==> src/cmpu_pkg.sv <==
// Constants, field layouts and carrier types for the compare unit and timer select
//Behaviour
//- Compare value is checked every cycle against the chosen time base count.
//- On match the pin goes high, low, toggles or stays, per mode field.
//- The compare interrupt flag is set in the same cycle the match acts.
//- Writing zero to the control register forces the compare latch low.
//- Mode 1010 leaves the pin alone and only raises the interrupt.
//- Mode 1011 makes a match emit a special event trigger pulse.
//- The special event trigger resets the time base timer pair.
//- This unit's special event trigger never starts a conversion.
//- Unit two's trigger starts a conversion only while the converter is enabled.
//- Unit one three-bit field picks 1/2, 3/4, 3/6, 3/8, 3/10, 3/12.
package cmpu_pkg;
	// Register byte offsets
	localparam logic [4:0] OFS_CTRL    = 5'h00;
	localparam logic [4:0] OFS_VALUE   = 5'h04;
	localparam logic [4:0] OFS_TBSEL_A = 5'h08;
	localparam logic [4:0] OFS_EU_TB   = 5'h0C;
	localparam logic [4:0] OFS_STATUS  = 5'h10;
	localparam logic [4:0] OFS_MASK    = 5'h14;
	localparam logic [4:0] OFS_STATE   = 5'h18;
	// Reset values
	localparam logic [3:0] RST_MODE    = 4'h0;
	localparam logic [7:0] RST_EU_TB   = 8'h00;
	localparam logic [2:0] RST_TBSEL   = 3'h0;
	// Compare modes
	localparam logic [3:0] MODE_OFF    = 4'h0;
	localparam logic [3:0] MODE_TOGGLE = 4'h2;
	localparam logic [3:0] MODE_HIGH   = 4'h8;
	localparam logic [3:0] MODE_LOW    = 4'h9;
	localparam logic [3:0] MODE_SWINT  = 4'hA;
	localparam logic [3:0] MODE_SEVT   = 4'hB;
	// Status and mask bit positions
	localparam int IRQ_CMP  = 0;
	localparam int IRQ_SEVT = 1;
	localparam int IRQ_W    = 2;
	localparam int PAIRS    = 6;

	typedef struct packed {
		logic [1:0] unit_three_timebase_field;
		logic [2:0] unit_two_timebase_field;
		logic [2:0] unit_one_timebase_field;
	} cmpu_eu_tb_type;

	typedef struct packed {
		logic [4:0] address;
		logic       read;
		logic       write;
		logic [31:0] writedata;
	} cmpu_bus_req_type;
endpackage : cmpu_pkg

==> src/cmpu_top.sv <==
// Compare unit with time base select register on an Avalon-MM slave
//
// Added by the designer: register access over Avalon-MM and the register addresses.
`timescale 1ns/100ps
module cmpu_top #(
	parameter int CMP_W = 16
) (
	input  wire logic              clk,
	input  wire logic              srst,
	input  wire logic [4:0]        avs_address,
	input  wire logic              avs_read,
	input  wire logic              avs_write,
	input  wire logic [31:0]       avs_writedata,
	output logic [31:0]            avs_readdata,
	output logic                   avs_waitrequest,
	input  wire logic [CMP_W-1:0]  tmr_base_one,
	input  wire logic [CMP_W-1:0]  tmr_base_three,
	input  wire logic              pin_direction_bits,
	input  wire logic              port_latch,
	input  wire logic              eu2_trigger,
	input  wire logic              adc_enable,
	output logic                   compare_output_pin,
	output logic                   compare_output_pin_oe_n,
	output logic                   special_event,
	output logic [cmpu_pkg::PAIRS-1:0] tmr_pair_rst,
	output logic                   adc_start,
	output cmpu_pkg::cmpu_eu_tb_type eu_timebase,
	output logic [cmpu_pkg::PAIRS-1:0] eu1_pair_sel,
	output logic [cmpu_pkg::PAIRS-1:0] eu3_pair_sel,
	output logic                   irq
);
	// Refuse compare widths the read mux and bus cannot hold
	if (CMP_W < 2 || CMP_W > 32) begin : g_bad_width
		$error("CMP_W must be 2 to 32");
	end

	// Code to one-hot timer pair: 1/2,3/4,3/6,3/8,3/10,3/12; reserved codes pick none
	function automatic logic [cmpu_pkg::PAIRS-1:0] pair_onehot(input logic [2:0] code);
		logic [cmpu_pkg::PAIRS-1:0] sel;
		sel = '0;
		if (code < 3'(cmpu_pkg::PAIRS)) begin
			sel[code] = 1'b1;
		end
		return sel;
	endfunction : pair_onehot

	cmpu_pkg::cmpu_bus_req_type req;
	logic [3:0]                 compare_mode_field_r;
	logic [CMP_W-1:0]           compare_value_reg_r;
	logic [2:0]                 timebase_select_reg_a_r;
	cmpu_pkg::cmpu_eu_tb_type   eu_tb_r;
	logic [cmpu_pkg::IRQ_W-1:0] status_r;
	logic [cmpu_pkg::IRQ_W-1:0] mask_r;
	logic                       cmp_latch_r;
	logic                       cmp_latch_nxt;
	logic                       wait_r;
	logic [31:0]                rdata_r;
	logic [31:0]                rdata_nxt;
	logic                       pin_r;
	logic                       oe_n_r;
	logic                       sevt_r;
	logic [cmpu_pkg::PAIRS-1:0] pair_rst_r;
	logic                       adc_r;
	logic [cmpu_pkg::PAIRS-1:0] eu1_sel_r;
	logic [cmpu_pkg::PAIRS-1:0] eu3_sel_r;
	logic                       irq_r;

	// Bus request bundle and accept strobes
	logic wr_go;
	logic rd_go;
	logic sel_ctrl;
	logic sel_value;
	logic sel_tba;
	logic sel_eutb;
	logic sel_status;
	logic sel_mask;
	logic sel_state;
	assign req.address   = avs_address;
	assign req.read      = avs_read;
	assign req.write     = avs_write;
	assign req.writedata = avs_writedata;
	assign wr_go = req.write & ~wait_r;
	assign rd_go = req.read & wait_r;

	// Address decode
	assign sel_ctrl   = (req.address == cmpu_pkg::OFS_CTRL);
	assign sel_value  = (req.address == cmpu_pkg::OFS_VALUE);
	assign sel_tba    = (req.address == cmpu_pkg::OFS_TBSEL_A);
	assign sel_eutb   = (req.address == cmpu_pkg::OFS_EU_TB);
	assign sel_status = (req.address == cmpu_pkg::OFS_STATUS);
	assign sel_mask   = (req.address == cmpu_pkg::OFS_MASK);
	assign sel_state  = (req.address == cmpu_pkg::OFS_STATE);

	// Read mux, unmapped reads return zero
	always_comb begin
		rdata_nxt = 32'h0000_0000;
		if (sel_ctrl) begin
			rdata_nxt[3:0] = compare_mode_field_r;
		end else if (sel_value) begin
			rdata_nxt[CMP_W-1:0] = compare_value_reg_r;
		end else if (sel_tba) begin
			rdata_nxt[2:0] = timebase_select_reg_a_r;
		end else if (sel_eutb) begin
			rdata_nxt[7:0] = eu_tb_r;
		end else if (sel_status) begin
			rdata_nxt[cmpu_pkg::IRQ_W-1:0] = status_r;
		end else if (sel_mask) begin
			rdata_nxt[cmpu_pkg::IRQ_W-1:0] = mask_r;
		end else if (sel_state) begin
			rdata_nxt[2:0] = {pin_r, oe_n_r, cmp_latch_r};
		end
	end

	// One wait cycle per access, data stands when waitrequest drops
	always_ff @(posedge clk) begin
		if (srst) begin
			wait_r  <= 1'b1;
			rdata_r <= 32'h0000_0000;
		end else begin
			wait_r <= ~((req.read | req.write) & wait_r);
			if (rd_go) begin
				rdata_r <= rdata_nxt;
			end
		end
	end

	// Time base for this unit: CMP_W-bit timer of the chosen pair
	logic [CMP_W-1:0] base_count;
	logic             hit;
	logic             mode_cmp;
	logic             act;
	logic             ctrl_zero;
	assign base_count = (timebase_select_reg_a_r == 3'h0) ? tmr_base_one : tmr_base_three;

	cmpu_match #(
		.W (CMP_W)
	) u_match (
		.clk   (clk),
		.srst  (srst),
		.count (base_count),
		.value (compare_value_reg_r),
		.hit   (hit)
	);

	// Compare modes and the action of a match
	assign mode_cmp  = (compare_mode_field_r == cmpu_pkg::MODE_TOGGLE) ||
		(compare_mode_field_r[3:2] == 2'b10);
	assign act       = hit & mode_cmp;
	assign ctrl_zero = wr_go & sel_ctrl & (req.writedata[3:0] == 4'h0);

	// Next compare latch value
	always_comb begin
		cmp_latch_nxt = cmp_latch_r;
		if (ctrl_zero) begin
			cmp_latch_nxt = 1'b0;
		end else if (act) begin
			case (compare_mode_field_r)
				cmpu_pkg::MODE_HIGH:   cmp_latch_nxt = 1'b1;
				cmpu_pkg::MODE_LOW:    cmp_latch_nxt = 1'b0;
				cmpu_pkg::MODE_TOGGLE: cmp_latch_nxt = ~cmp_latch_r;
				default:               cmp_latch_nxt = cmp_latch_r;
			endcase
		end
	end

	// Pin drive: compare latch in pin modes, port latch otherwise
	logic pin_mode;
	assign pin_mode = (compare_mode_field_r == cmpu_pkg::MODE_TOGGLE) ||
		(compare_mode_field_r == cmpu_pkg::MODE_HIGH) ||
		(compare_mode_field_r == cmpu_pkg::MODE_LOW);

	// Control registers written by software
	always_ff @(posedge clk) begin
		if (srst) begin
			compare_mode_field_r    <= cmpu_pkg::RST_MODE;
			compare_value_reg_r     <= '0;
			timebase_select_reg_a_r <= cmpu_pkg::RST_TBSEL;
			eu_tb_r                 <= cmpu_pkg::RST_EU_TB;
			mask_r                  <= '0;
		end else if (wr_go) begin
			if (sel_ctrl) begin
				compare_mode_field_r <= req.writedata[3:0];
			end
			if (sel_value) begin
				compare_value_reg_r <= req.writedata[CMP_W-1:0];
			end
			if (sel_tba) begin
				timebase_select_reg_a_r <= req.writedata[2:0];
			end
			if (sel_eutb) begin
				eu_tb_r <= req.writedata[7:0];
			end
			if (sel_mask) begin
				mask_r <= req.writedata[cmpu_pkg::IRQ_W-1:0];
			end
		end
	end

	// Sticky status, set wins over write-one-to-clear
	logic [cmpu_pkg::IRQ_W-1:0] st_set;
	logic [cmpu_pkg::IRQ_W-1:0] st_clr;
	logic                       sevt_go;
	assign sevt_go = act & (compare_mode_field_r == cmpu_pkg::MODE_SEVT);
	assign st_set  = {sevt_go, act};
	assign st_clr  = (wr_go & sel_status) ? req.writedata[cmpu_pkg::IRQ_W-1:0] : '0;

	always_ff @(posedge clk) begin
		if (srst) begin
			status_r    <= '0;
			cmp_latch_r <= 1'b0;
		end else begin
			status_r    <= (status_r & ~st_clr) | st_set;
			cmp_latch_r <= cmp_latch_nxt;
		end
	end

	// Outputs, all registered
	always_ff @(posedge clk) begin
		if (srst) begin
			pin_r      <= 1'b0;
			oe_n_r     <= 1'b1;
			sevt_r     <= 1'b0;
			pair_rst_r <= '0;
			adc_r      <= 1'b0;
			eu1_sel_r  <= '0;
			eu3_sel_r  <= '0;
			irq_r      <= 1'b0;
		end else begin
			pin_r      <= pin_mode ? cmp_latch_nxt : port_latch;
			oe_n_r     <= pin_direction_bits;
			sevt_r     <= sevt_go;
			pair_rst_r <= sevt_go ? pair_onehot(timebase_select_reg_a_r) : '0;
			adc_r      <= eu2_trigger & adc_enable;
			eu1_sel_r  <= pair_onehot(eu_tb_r.unit_one_timebase_field);
			eu3_sel_r  <= pair_onehot({1'b0, eu_tb_r.unit_three_timebase_field});
			irq_r      <= |(status_r & mask_r);
		end
	end

	assign avs_readdata            = rdata_r;
	assign avs_waitrequest         = wait_r;
	assign compare_output_pin      = pin_r;
	assign compare_output_pin_oe_n = oe_n_r;
	assign special_event           = sevt_r;
	assign tmr_pair_rst            = pair_rst_r;
	assign adc_start               = adc_r;
	assign eu_timebase             = eu_tb_r;
	assign eu1_pair_sel            = eu1_sel_r;
	assign eu3_pair_sel            = eu3_sel_r;
	assign irq                     = irq_r;
endmodule : cmpu_top

==> src/cmpu_match.sv <==
// One-shot equality detector between compare value and time base count
`timescale 1ns/100ps
module cmpu_match #(
	parameter int W = 16
) (
	input  wire logic         clk,
	input  wire logic         srst,
	input  wire logic [W-1:0] count,
	input  wire logic [W-1:0] value,
	output logic              hit
);
	logic eq;
	logic eq_prev_r;

	// Equality checked continuously
	assign eq  = (count == value);
	assign hit = eq & ~eq_prev_r;

	// Remember last equality so a held match fires once
	always_ff @(posedge clk) begin
		if (srst) begin
			eq_prev_r <= 1'b0;
		end else begin
			eq_prev_r <= eq;
		end
	end
endmodule : cmpu_match

==> config.mk <==
export PLATFORM = sky130hd
export DESIGN_NAME = cmpu_top
export DESIGN_NICKNAME = d
export VERILOG_FILES = /design/src/cmpu_pkg.sv /design/src/cmpu_top.sv /design/src/cmpu_match.sv
export SDC_FILE = /design/constraint.sdc
export NUM_CORES = 1
export LEC_CHECK = 0
export BUFFER_PORTS_ARGS = -buffer_cell sky130_fd_sc_hd__buf_2
export CAP_MARGIN = 20
export CORE_ASPECT_RATIO = 0.75
export CORE_UTILIZATION = 50
export CTS_BUF_LIST = sky130_fd_sc_hd__clkbuf_16
export CTS_CLUSTER_SIZE = 24
export DETAILED_ROUTE_END_ITERATION = 8
export GPL_ROUTABILITY_DRIVEN = 0
export GPL_TIMING_DRIVEN = 0
export PLACE_DENSITY = 0.94
export SLEW_MARGIN = 10
export SYNTH_ARGS = -nofsm -noshare
export SYNTH_HDL_FRONTEND = slang
export SYNTH_SLANG_ARGS = --single-unit
export TNS_END_PERCENT = 20
==> constraint.sdc <==
create_clock -name clk -period 4.65 [get_ports clk]
set_clock_uncertainty 0.1 [all_clocks]
set_input_delay 0.2325 -clock clk [delete_from_list [all_inputs] [get_ports clk]]
set_output_delay 0.2325 -clock clk [all_outputs]
set_load 0.02 [all_outputs]
After elaboration in Yosys (flattened, before gate mapping) --
Cells that the tools add are included.
Cells by class: add/sub/neg operators 0, shift-type cells 0, reduce and logical (&&, ||, !) cells 18, bitwise operators 23, divide/modulo/power cells 0, muxes and demuxes 25, eq/ne operators 12, order comparisons 9, $mul 0
Operators by type and width (count):
- $eq A16 B16 Y1 | 1
- $mux W16 | 1
- $mux W8 | 2
- $eq A5 B5 Y1 const B | 3
- $eq A4 B4 Y1 const B | 3
- $mux W12 | 1
- $and A1 B1 Y1 | 10
- $eq A5 B4 Y1 const B | 2
- $mux W5 | 2
- $reduce_and A2 Y1 | 5
- $mux W3 | 3
- $lt A3 B4 Y1 const B | 2
- $mux W1 | 8
- $not A1 Y1 | 8
- $demux W1 S3 | 2
- $ge A3 B1 Y1 const B | 2
- $lt A3 B3 Y1 const B | 2
- $mux W2 | 3
- $reduce_or A2 Y1 | 3
- $eq A5 B3 Y1 const B | 1
- $logic_not A5 Y1 | 1
- $and A2 B2 Y2 | 2
- $eq A4 B2 Y1 const B | 1
- $logic_not A4 Y1 | 1
- other kinds (14) | 18
Storage, ports and cells: bits in writable memories 0, output and inout port bits 64, memories kept 0, bits in registers 77, latch bits 0, ROM bits 0, word-level logic and storage cells 108

Logic depth before layout (Yosys ltp) --
Gate-level depths: netlist of the first run.
depth in word-level cells 8, depth in mapped cells 7, depth with buffers taken out 6

Hierarchy --
A second synthesis of the first run with hierarchy kept.
Second synthesis, totals: cell total of the unflattened synthesis 355, area total of the unflattened synthesis 3413.3 um2
Modules (own cells, without submodules):
- cmpu_top | seq. area each 1481.4 um2, instances 1, area each 3214.3 um2, cells each 331
- cmpu_match | seq. area each 20.0 um2, instances 1, area each 198.9 um2, cells each 24

Worst setup path before layout of the first run --
Ideal clock, no wire load.
kind reg-to-reg, start register timebase_select_reg_a_r[2], end register pair_rst_r (netlist bit tmr_pair_rst[2]), buffers on the path 0, setup time 0.087 ns, data required time 4.463 ns, arrival time 2.215 ns, cell stages (with the launch flop) 7, setup slack 2.248 ns, cells stage by stage dfxtp_1 > nor3_2 > mux2_2 > a2111oi_0 > o2111a_1 > nand3_2 > nor4b_2
Between the ends: longest elaborated chain between the ends 8, elaborated cells between the ends (all ways) 15, classes of those cells 3 x order compare; 1 x eq/ne; 3 x mux; 5 x bitwise; 3 x reduce/logical
RTL lines:
- start, declared | RTL line cmpu_top.sv:50 | logic [2:0] timebase_select_reg_a_r;
- start signal, assigned | RTL line cmpu_top.sv:177 | timebase_select_reg_a_r <= cmpu_pkg::RST_TBSEL;
- start signal, assigned | RTL line cmpu_top.sv:188 | timebase_select_reg_a_r <= req.writedata[2:0];
- $logic_not A3 Y1 | RTL line cmpu_top.sv:133 | assign base_count = (timebase_select_reg_a_r == 3'h0) ? tmr_base_one : tmr_base_three;
- $mux W16 | RTL line cmpu_top.sv:133
- $eq A16 B16 Y1 | RTL line cmpu_match.sv:16 | assign eq = (count == value);
- $and A1 B1 Y1 | RTL line cmpu_match.sv:17 | assign hit = eq & ~eq_prev_r;
- $and A1 B1 Y1 | RTL line cmpu_top.sv:148 | assign act = hit & mode_cmp;
- $and A1 B1 Y1 | RTL line cmpu_top.sv:203 | assign sevt_go = act & (compare_mode_field_r == cmpu_pkg::MODE_SEVT);
- $not A1 Y1 (no source line)
- $reduce_or A3 Y1 (no source line)
- end signal, assigned | RTL line cmpu_top.sv:232 | pair_rst_r <= sevt_go ? pair_onehot(timebase_select_reg_a_r) : '0;
- end, declared | RTL line cmpu_top.sv:62 | logic [cmpu_pkg::PAIRS-1:0] pair_rst_r;
Several ways; a longest one is shown, not always the timed one. A chain may end at the register's enable or synchronous reset.

Final worst setup path of the first run --
Same ends and word-level chain as after synthesis.

==> results.sh, run 1 <==
export IMPL_final_net_count=614
export IMPL_dieArea_sq_um=7280
export IMPL_final_util=0.689
export IMPL_overflow=0
export IMPL_grt_max_degree=17
export IMPL_cts_sinks=75
export IMPL_post_route_min_period_ps=2840
export IMPL_synth_edff_count=0
export IMPL_worstReg2RegStart="timebase_select_reg_a_r[2]"
export IMPL_antenna_found_initial=0
export IMPL_worstPathArrival_ps=2990
export IMPL_io_pins=141
export IMPL_avgSynthCellArea_sq_um=8.61
export IMPL_synthCells=403
export IMPL_cts_tree="yes"
export IMPL_viasPerCell=5.84
export IMPL_drive_gt1_frac=0.288
export IMPL_worst_pin_slew_ps=616
export IMPL_p_leak_nw=1.98
export IMPL_rsz0062_at_grt="false"
export IMPL_cts_buffer_depth=2
export IMPL_relSlewSlack=0.587
export IMPL_crit_path_end_kind="register"
export IMPL_cts_resized=0
export IMPL_grt_pass1_wl_mm=16.5
export IMPL_cts_max_level=3
export IMPL_cts_root_buf="clkbuf_16"
export IMPL_hold_depth=2
export IMPL_postPlaceCellArea_sq_um=4160
export IMPL_gr_usage_all_layers=0.293
export IMPL_die_h_um=74.1
export IMPL_clock_latency_ps=340
export IMPL_first_pass_iters=7
export IMPL_synthTopCellsByArea="dfxtp_1, nand2_1, mux2i_1"
export IMPL_slowest_stage="a2111oi_0"
export IMPL_powerDensity_nw_per_um2=338
export IMPL_synth_top_cell_by_area="dfxtp_1"
export IMPL_outcome="finished with violations"
export IMPL_final_cell_area_sq_um=4480
export IMPL_core_area_sq_um=6510
export IMPL_finalSetupTns_ps=0
export IMPL_r2r_cells=6
export IMPL_die_w_um=98.2
export IMPL_vdd_ir_drop_max_mv=0.194
export IMPL_worstSetupPathType="reg2reg"
export IMPL_routed_wl_mm=10.5
export IMPL_cp_required_ps=4800
export IMPL_hp_class="in2reg"
export IMPL_synth_seq_area_share=0.433
export IMPL_synth_seq_cells=75
export IMPL_rrSetupSlack_ps=1810
export IMPL_setup_viol=0
export IMPL_ys_warn_count=0
export IMPL_clk_pin_slew_ps=60
export IMPL_vias=3639
export IMPL_wire_per_inst_um=16.8
export IMPL_ant_nets=0
export IMPL_cp_cell_sequence="nor3_2 > mux2_2 > a2111oi_0 > o2111a_1 > nand3_2 > nor4b_2"
export IMPL_area_delta_synth_final_pct=29.2
export IMPL_initial_utilization=0.533
export IMPL_cts_hold_buf=1
export IMPL_post_dp_hpwl_mm=7.78
export IMPL_hold_end="avs_waitrequest"
export IMPL_startpoint_type="register"
export IMPL_synth_area_sq_um=3470
export IMPL_synth_most_common_cell="dfxtp_1"
export IMPL_ff_latch_area_sq_um=1500
export IMPL_drt_iter0_drc=396
export IMPL_clock_fmax_mhz=352
export IMPL_r2r_end="tmr_pair_rst[2]"
export IMPL_num_rows=25
export IMPL_grt_pass1_vias=3364
export IMPL_fillCellCount=507
export IMPL_ys_types=55
export IMPL_numCtsBuffers=9
export IMPL_multi_input_area_sq_um=1770
export IMPL_violations="DRC"
export IMPL_drv_slew=0
export IMPL_postCtsSetupBuffers=0
export IMPL_synth_top_cell_area_share=0.433
export IMPL_num_antenna_cells=0
export IMPL_min_period_over_period=0.610
export IMPL_hp_start="avs_read"
export IMPL_final_cells=623
export IMPL_hold_viol=0
export IMPL_worstPathMaxFanout=7
export IMPL_max_cap_violations=0
export IMPL_drc=4
export IMPL_io_buffers=105
export IMPL_async_flop_share=0
export IMPL_cp_slowest_stage_delay_ps=570
export IMPL_holdWs_ps=11.9
export IMPL_synthTopCellsByCount="dfxtp_1, nand2_1, nor2_1"
export IMPL_dpl_cell_count=606
export IMPL_ys_flop_type="dfxtp_1"
## report_power, final
part	internal (mW)	switching [mW]
registers	0.647	0.00364
clock network	0.431	0.302
logic	0.0514	0.0786
## cell families after synthesis
family / synth area share
and+or+nand+nor: 0.222
xor gates and xnor gates: 0.0328
other: 0.00108
muxes: 0.0743
DFF: 0.433
buffers and inverters: 0.0757
AOI/OAI and AO/OA: 0.162
## cells in the final DEF (no fill, tap or decap), types with 4 or more instances in the layout
cell type / count
nor2_1: 41
mux2i_1: 19
clkbuf_16: 9
o22ai_1: 6
nor3b_1: 4
inv_6: 4
o211ai_1: 4
dfxtp_1: 75
xor2_1: 5
and3_1: 6
nand3_1: 13
nor4_1: 5
a21oi_1: 28
a222oi_1: 4
inv_1: 13
nor3_1: 8
clkbuf_1: 14
conb_1: 18
xnor2_1: 8
buf_4: 18
nor2b_1: 5
buf_2: 108
a22oi_1: 10
nand2_1: 57
o21ai_0: 6
## per-stage QoR
stage	setup WS, ps	power, mW
floorplan	2250	0.737
global placement	1970	0.786
detailed placement	1900	0.789
CTS	1890	1.52
global route	1650	1.56
finish	1810	1.51
## flip-flops by register name, summed over array words and instances, names as in the netlist
name and cells:
compare_output_pin 1, special_event 1, eu3_pair_sel 4, compare_mode_field_r 4
compare_value_reg_r 16, eu1_pair_sel 6, avs_waitrequest 1, eu_timebase 8
tmr_pair_rst 6, mask_r 2, u_match.eq_prev_r 1, irq 1
timebase_select_reg_a_r 3, adc_start 1, cmp_latch_r 1, avs_readdata 16
status_r 2, compare_output_pin_oe_n 1
## final cells by class
cell class	count	area share
Buffer	37	0.0469
Clock buffer	9	0.0502
Clock inverter	7	0.0195
Inverter	14	0.0117
Multi-Input combinational cell	294	0.395
Sequential cell	75	0.335
Tap cell	81	0.0226
Timing Repair Buffer	106	0.119
## worst max path at each step
stage	start	to	slack [ps]	cells past startpoint
2_1_floorplan	timebase_select_reg_a_r[2]	tmr_pair_rst[2]	2250	6
3_3_place_gp	timebase_select_reg_a_r[2]	tmr_pair_rst[3]	1970	6
3_5_place_dp	timebase_select_reg_a_r[2]	tmr_pair_rst[2]	1900	6
4_1_cts	timebase_select_reg_a_r[2]	tmr_pair_rst[2]	1890	6
5_1_grt	timebase_select_reg_a_r[2]	tmr_pair_rst[3]	1650	6
6_report	timebase_select_reg_a_r[2]	tmr_pair_rst[2]	1810	6
## critical path, delay by kind of cell (launching register included)
family	cells	cell delay [ps]
AO/OA/AOI/OAI	2	930
multiplexers	1	410
flip-flops	1	340
AND/OR/NAND/NOR	3	970
## per-layer routing
metal  GRT usage  part of all wire  wire [um]
met1       0.359              0.39       4090
met2       0.490              0.47       4940
met3      0.0893              0.11       1140
met4       0.126             0.031        322
met5           0                 0          0
Note: power is estimated with default switching activity, not from simulation.
==> inputs of run 2 (changes only) <==
- CORE_UTILIZATION: 50 -> 44
- PLACE_DENSITY: 0.94 -> 0.89
- clock period: 4.65 -> 2.33 ns (I/O delays scaled with it)
==> run 2 against run 1 <==
Against the previous run: the run ends with setup timing left; wire length grew 1.6%; via count increased by 1.2%; non-clock buffer count up 23; clock-buffer cell count is the same; sequential power grew 100%; combinational power is 120% higher; sequential share of layout area shrank 2.0 points; fmax up 22%; worst setup slack worse by 1800 ps; core utilization down 5.3 points; die area increased by 13%.
==> results.sh, run 2 (synthesis gave the netlist of run 1 again) <==
export IMPL_ant_nets=0
export IMPL_hp_class="in2reg"
export IMPL_worstPathArrival_ps=2500
export IMPL_clock_fmax_mhz=429
export IMPL_area_delta_synth_final_pct=37.5
export IMPL_num_antenna_cells=0
export IMPL_cts_tree="yes"
export IMPL_die_w_um=105
export IMPL_hold_viol=0
export IMPL_final_net_count=637
export IMPL_cp_required_ps=2500
export IMPL_drv_slew=0
export IMPL_path_delay_family="compound AO/OA/AOI/OAI gates"
export IMPL_final_common_cell="buf_2"
export IMPL_overflow=0
export IMPL_viasPerCell=5.53
export IMPL_cts_buffer_depth=2
export IMPL_gr_usage_all_layers=0.260
export IMPL_powerDensity_nw_per_um2=624
export IMPL_cp_buffers_inverters=1
export IMPL_drt_met1_wl_mm=4.35
export IMPL_fillCellCount=596
export IMPL_holdWs_ps=14.5
export IMPL_post_route_min_period_ps=2330
export IMPL_comb_power_share=0.097
export IMPL_violations="setup timing"
export IMPL_crit_path_end_kind="register"
export IMPL_num_rows=27
export IMPL_startpoint_type="register"
export IMPL_post_dp_hpwl_mm=7.70
export IMPL_most_common_layout_cells="buf_2, dfxtp_1, nand2_1, nor2_1, a21oi_1"
export IMPL_grt_pass1_wl_mm=16.6
export IMPL_cp_cell_sequence="buf_2 > or4b_2 > a21oi_1 > a2111oi_4 > o211a_1 > a211o_1 > o211ai_1"
export IMPL_clock_latency_ps=350
export IMPL_core_area_sq_um=7500
export IMPL_seq_power_share=0.436
export IMPL_die_h_um=78.9
export IMPL_min_period_over_period=1.00
export IMPL_final_cells=666
export IMPL_routed_wl_mm=10.7
export IMPL_worst_pin_slew_ps=592
export IMPL_numCtsBuffers=9
export IMPL_vdd_ir_drop_max_mv=0.393
export IMPL_initial_utilization=0.463
export IMPL_vias=3681
export IMPL_p_clk_frac=0.467
export IMPL_io_pins=141
export IMPL_rsz0062_at_grt="true"
export IMPL_p_sw_mw=0.799
export IMPL_p_leak_nw=2.08
export IMPL_dpl_cell_count=626
export IMPL_dieArea_sq_um=8250
export IMPL_cp_slowest_stage_delay_ps=670
export IMPL_route_met3_wl_mm=1.02
export IMPL_slowest_stage="or4b_2"
export IMPL_cts_sinks=75
export IMPL_setup_viol=1
export IMPL_max_cap_violations=0
export IMPL_wire_per_inst_um=16.0
export IMPL_drc=0
export IMPL_topRoutingLayerUsed="met4"
export IMPL_first_pass_iters=6
export IMPL_cts_root_buf="clkbuf_16"
export IMPL_grt_pass1_vias=3357
export IMPL_cts_max_level=3
export IMPL_relSlewSlack=0.603
export IMPL_p_int_mw=2.18
export IMPL_antenna_found_initial=0
export IMPL_drt_iter0_drc=381
export IMPL_wl_met2_mm=4.98
export IMPL_worstPathMaxFanout=10
export IMPL_io_buffers=105
export IMPL_clk_pin_slew_ps=70
export IMPL_outcome="finished with violations"
export IMPL_worst_slack_ps=-1.59
export IMPL_grt_max_degree=18
export IMPL_sw_frac_of_total=0.268
export IMPL_worstSetupPathType="reg2reg"
export IMPL_drive_gt1_frac=0.299
## run 2: timing repair
| item | 4_1_cts | 5_1_grt |
|---|---|---|
| buffers inserted | 1 | 2 |
| hold buffers | 21 | 0 |
| endpoints found under the hold margin | 27 | 0 |
| endpoints found under the setup margin | 12 | 16 |
| pin swaps | 1 | 9 |
| gates resized for setup | 3 | 10 |
## run 2: power groups by stage
stage	registers, mW	logic (mW)	clock network, mW
final	1.30	0.289	1.39
after CTS	1.30	0.278	1.40
after global placement	1.33	0.243	0
after global routing	1.30	0.307	1.47
after detailed placement	1.33	0.248	0
after floorplan	1.34	0.134	0
## run 2: tightest hold or removal path, stage by stage
cell     delay (ps)
buf_2           160
nand2_1          90
a21oi_1          60
## run 2: path summary, 6_finish.rpt
check                                                 from                     end  slack, ps  cells after the start
worst min-delay path                      avs_writedata[1]  compare_value_reg_r[1]         10                      3
worst min register to register      compare_value_reg_r[9]  compare_value_reg_r[9]        390                      2
worst max-delay path            timebase_select_reg_a_r[0]      compare_output_pin         -2                      7
worst max register to register  timebase_select_reg_a_r[0]      compare_output_pin         -2                      7
## run 2: layer usage
layer	vias to the layer above	track usage
met1	1722	0.322
met2	206	0.426
met4	0	0.111
met3	43	0.0731
met5	-	0
li1	1710	-
## run 2: cell type report
class	count	area, sq um	area share
Multi-Input combinational cell	294	1810	0.380
Timing Repair Buffer	129	758	0.159
Clock inverter	7	78.8	0.0165
Inverter	14	52.6	0.0110
Sequential cell	75	1500	0.315
Buffer	37	213	0.0446
Tap cell	101	126	0.0265
Clock buffer	9	225	0.0472
## run 2: through the flow
step           TNS, ps  area [sq um]   util  power [mW]  setup WS [ps]
2_1_floorplan        0          3540      -        1.47           20.9
3_3_place_gp     -1380          4190  0.559        1.57           -247
3_5_place_dp     -2610          4190  0.559        1.57           -328
4_1_cts              0          4720  0.629        2.98           22.9
5_1_grt          -86.8          4770  0.636        3.08          -53.4
6_report         -1.59          4770  0.636        2.98          -1.59
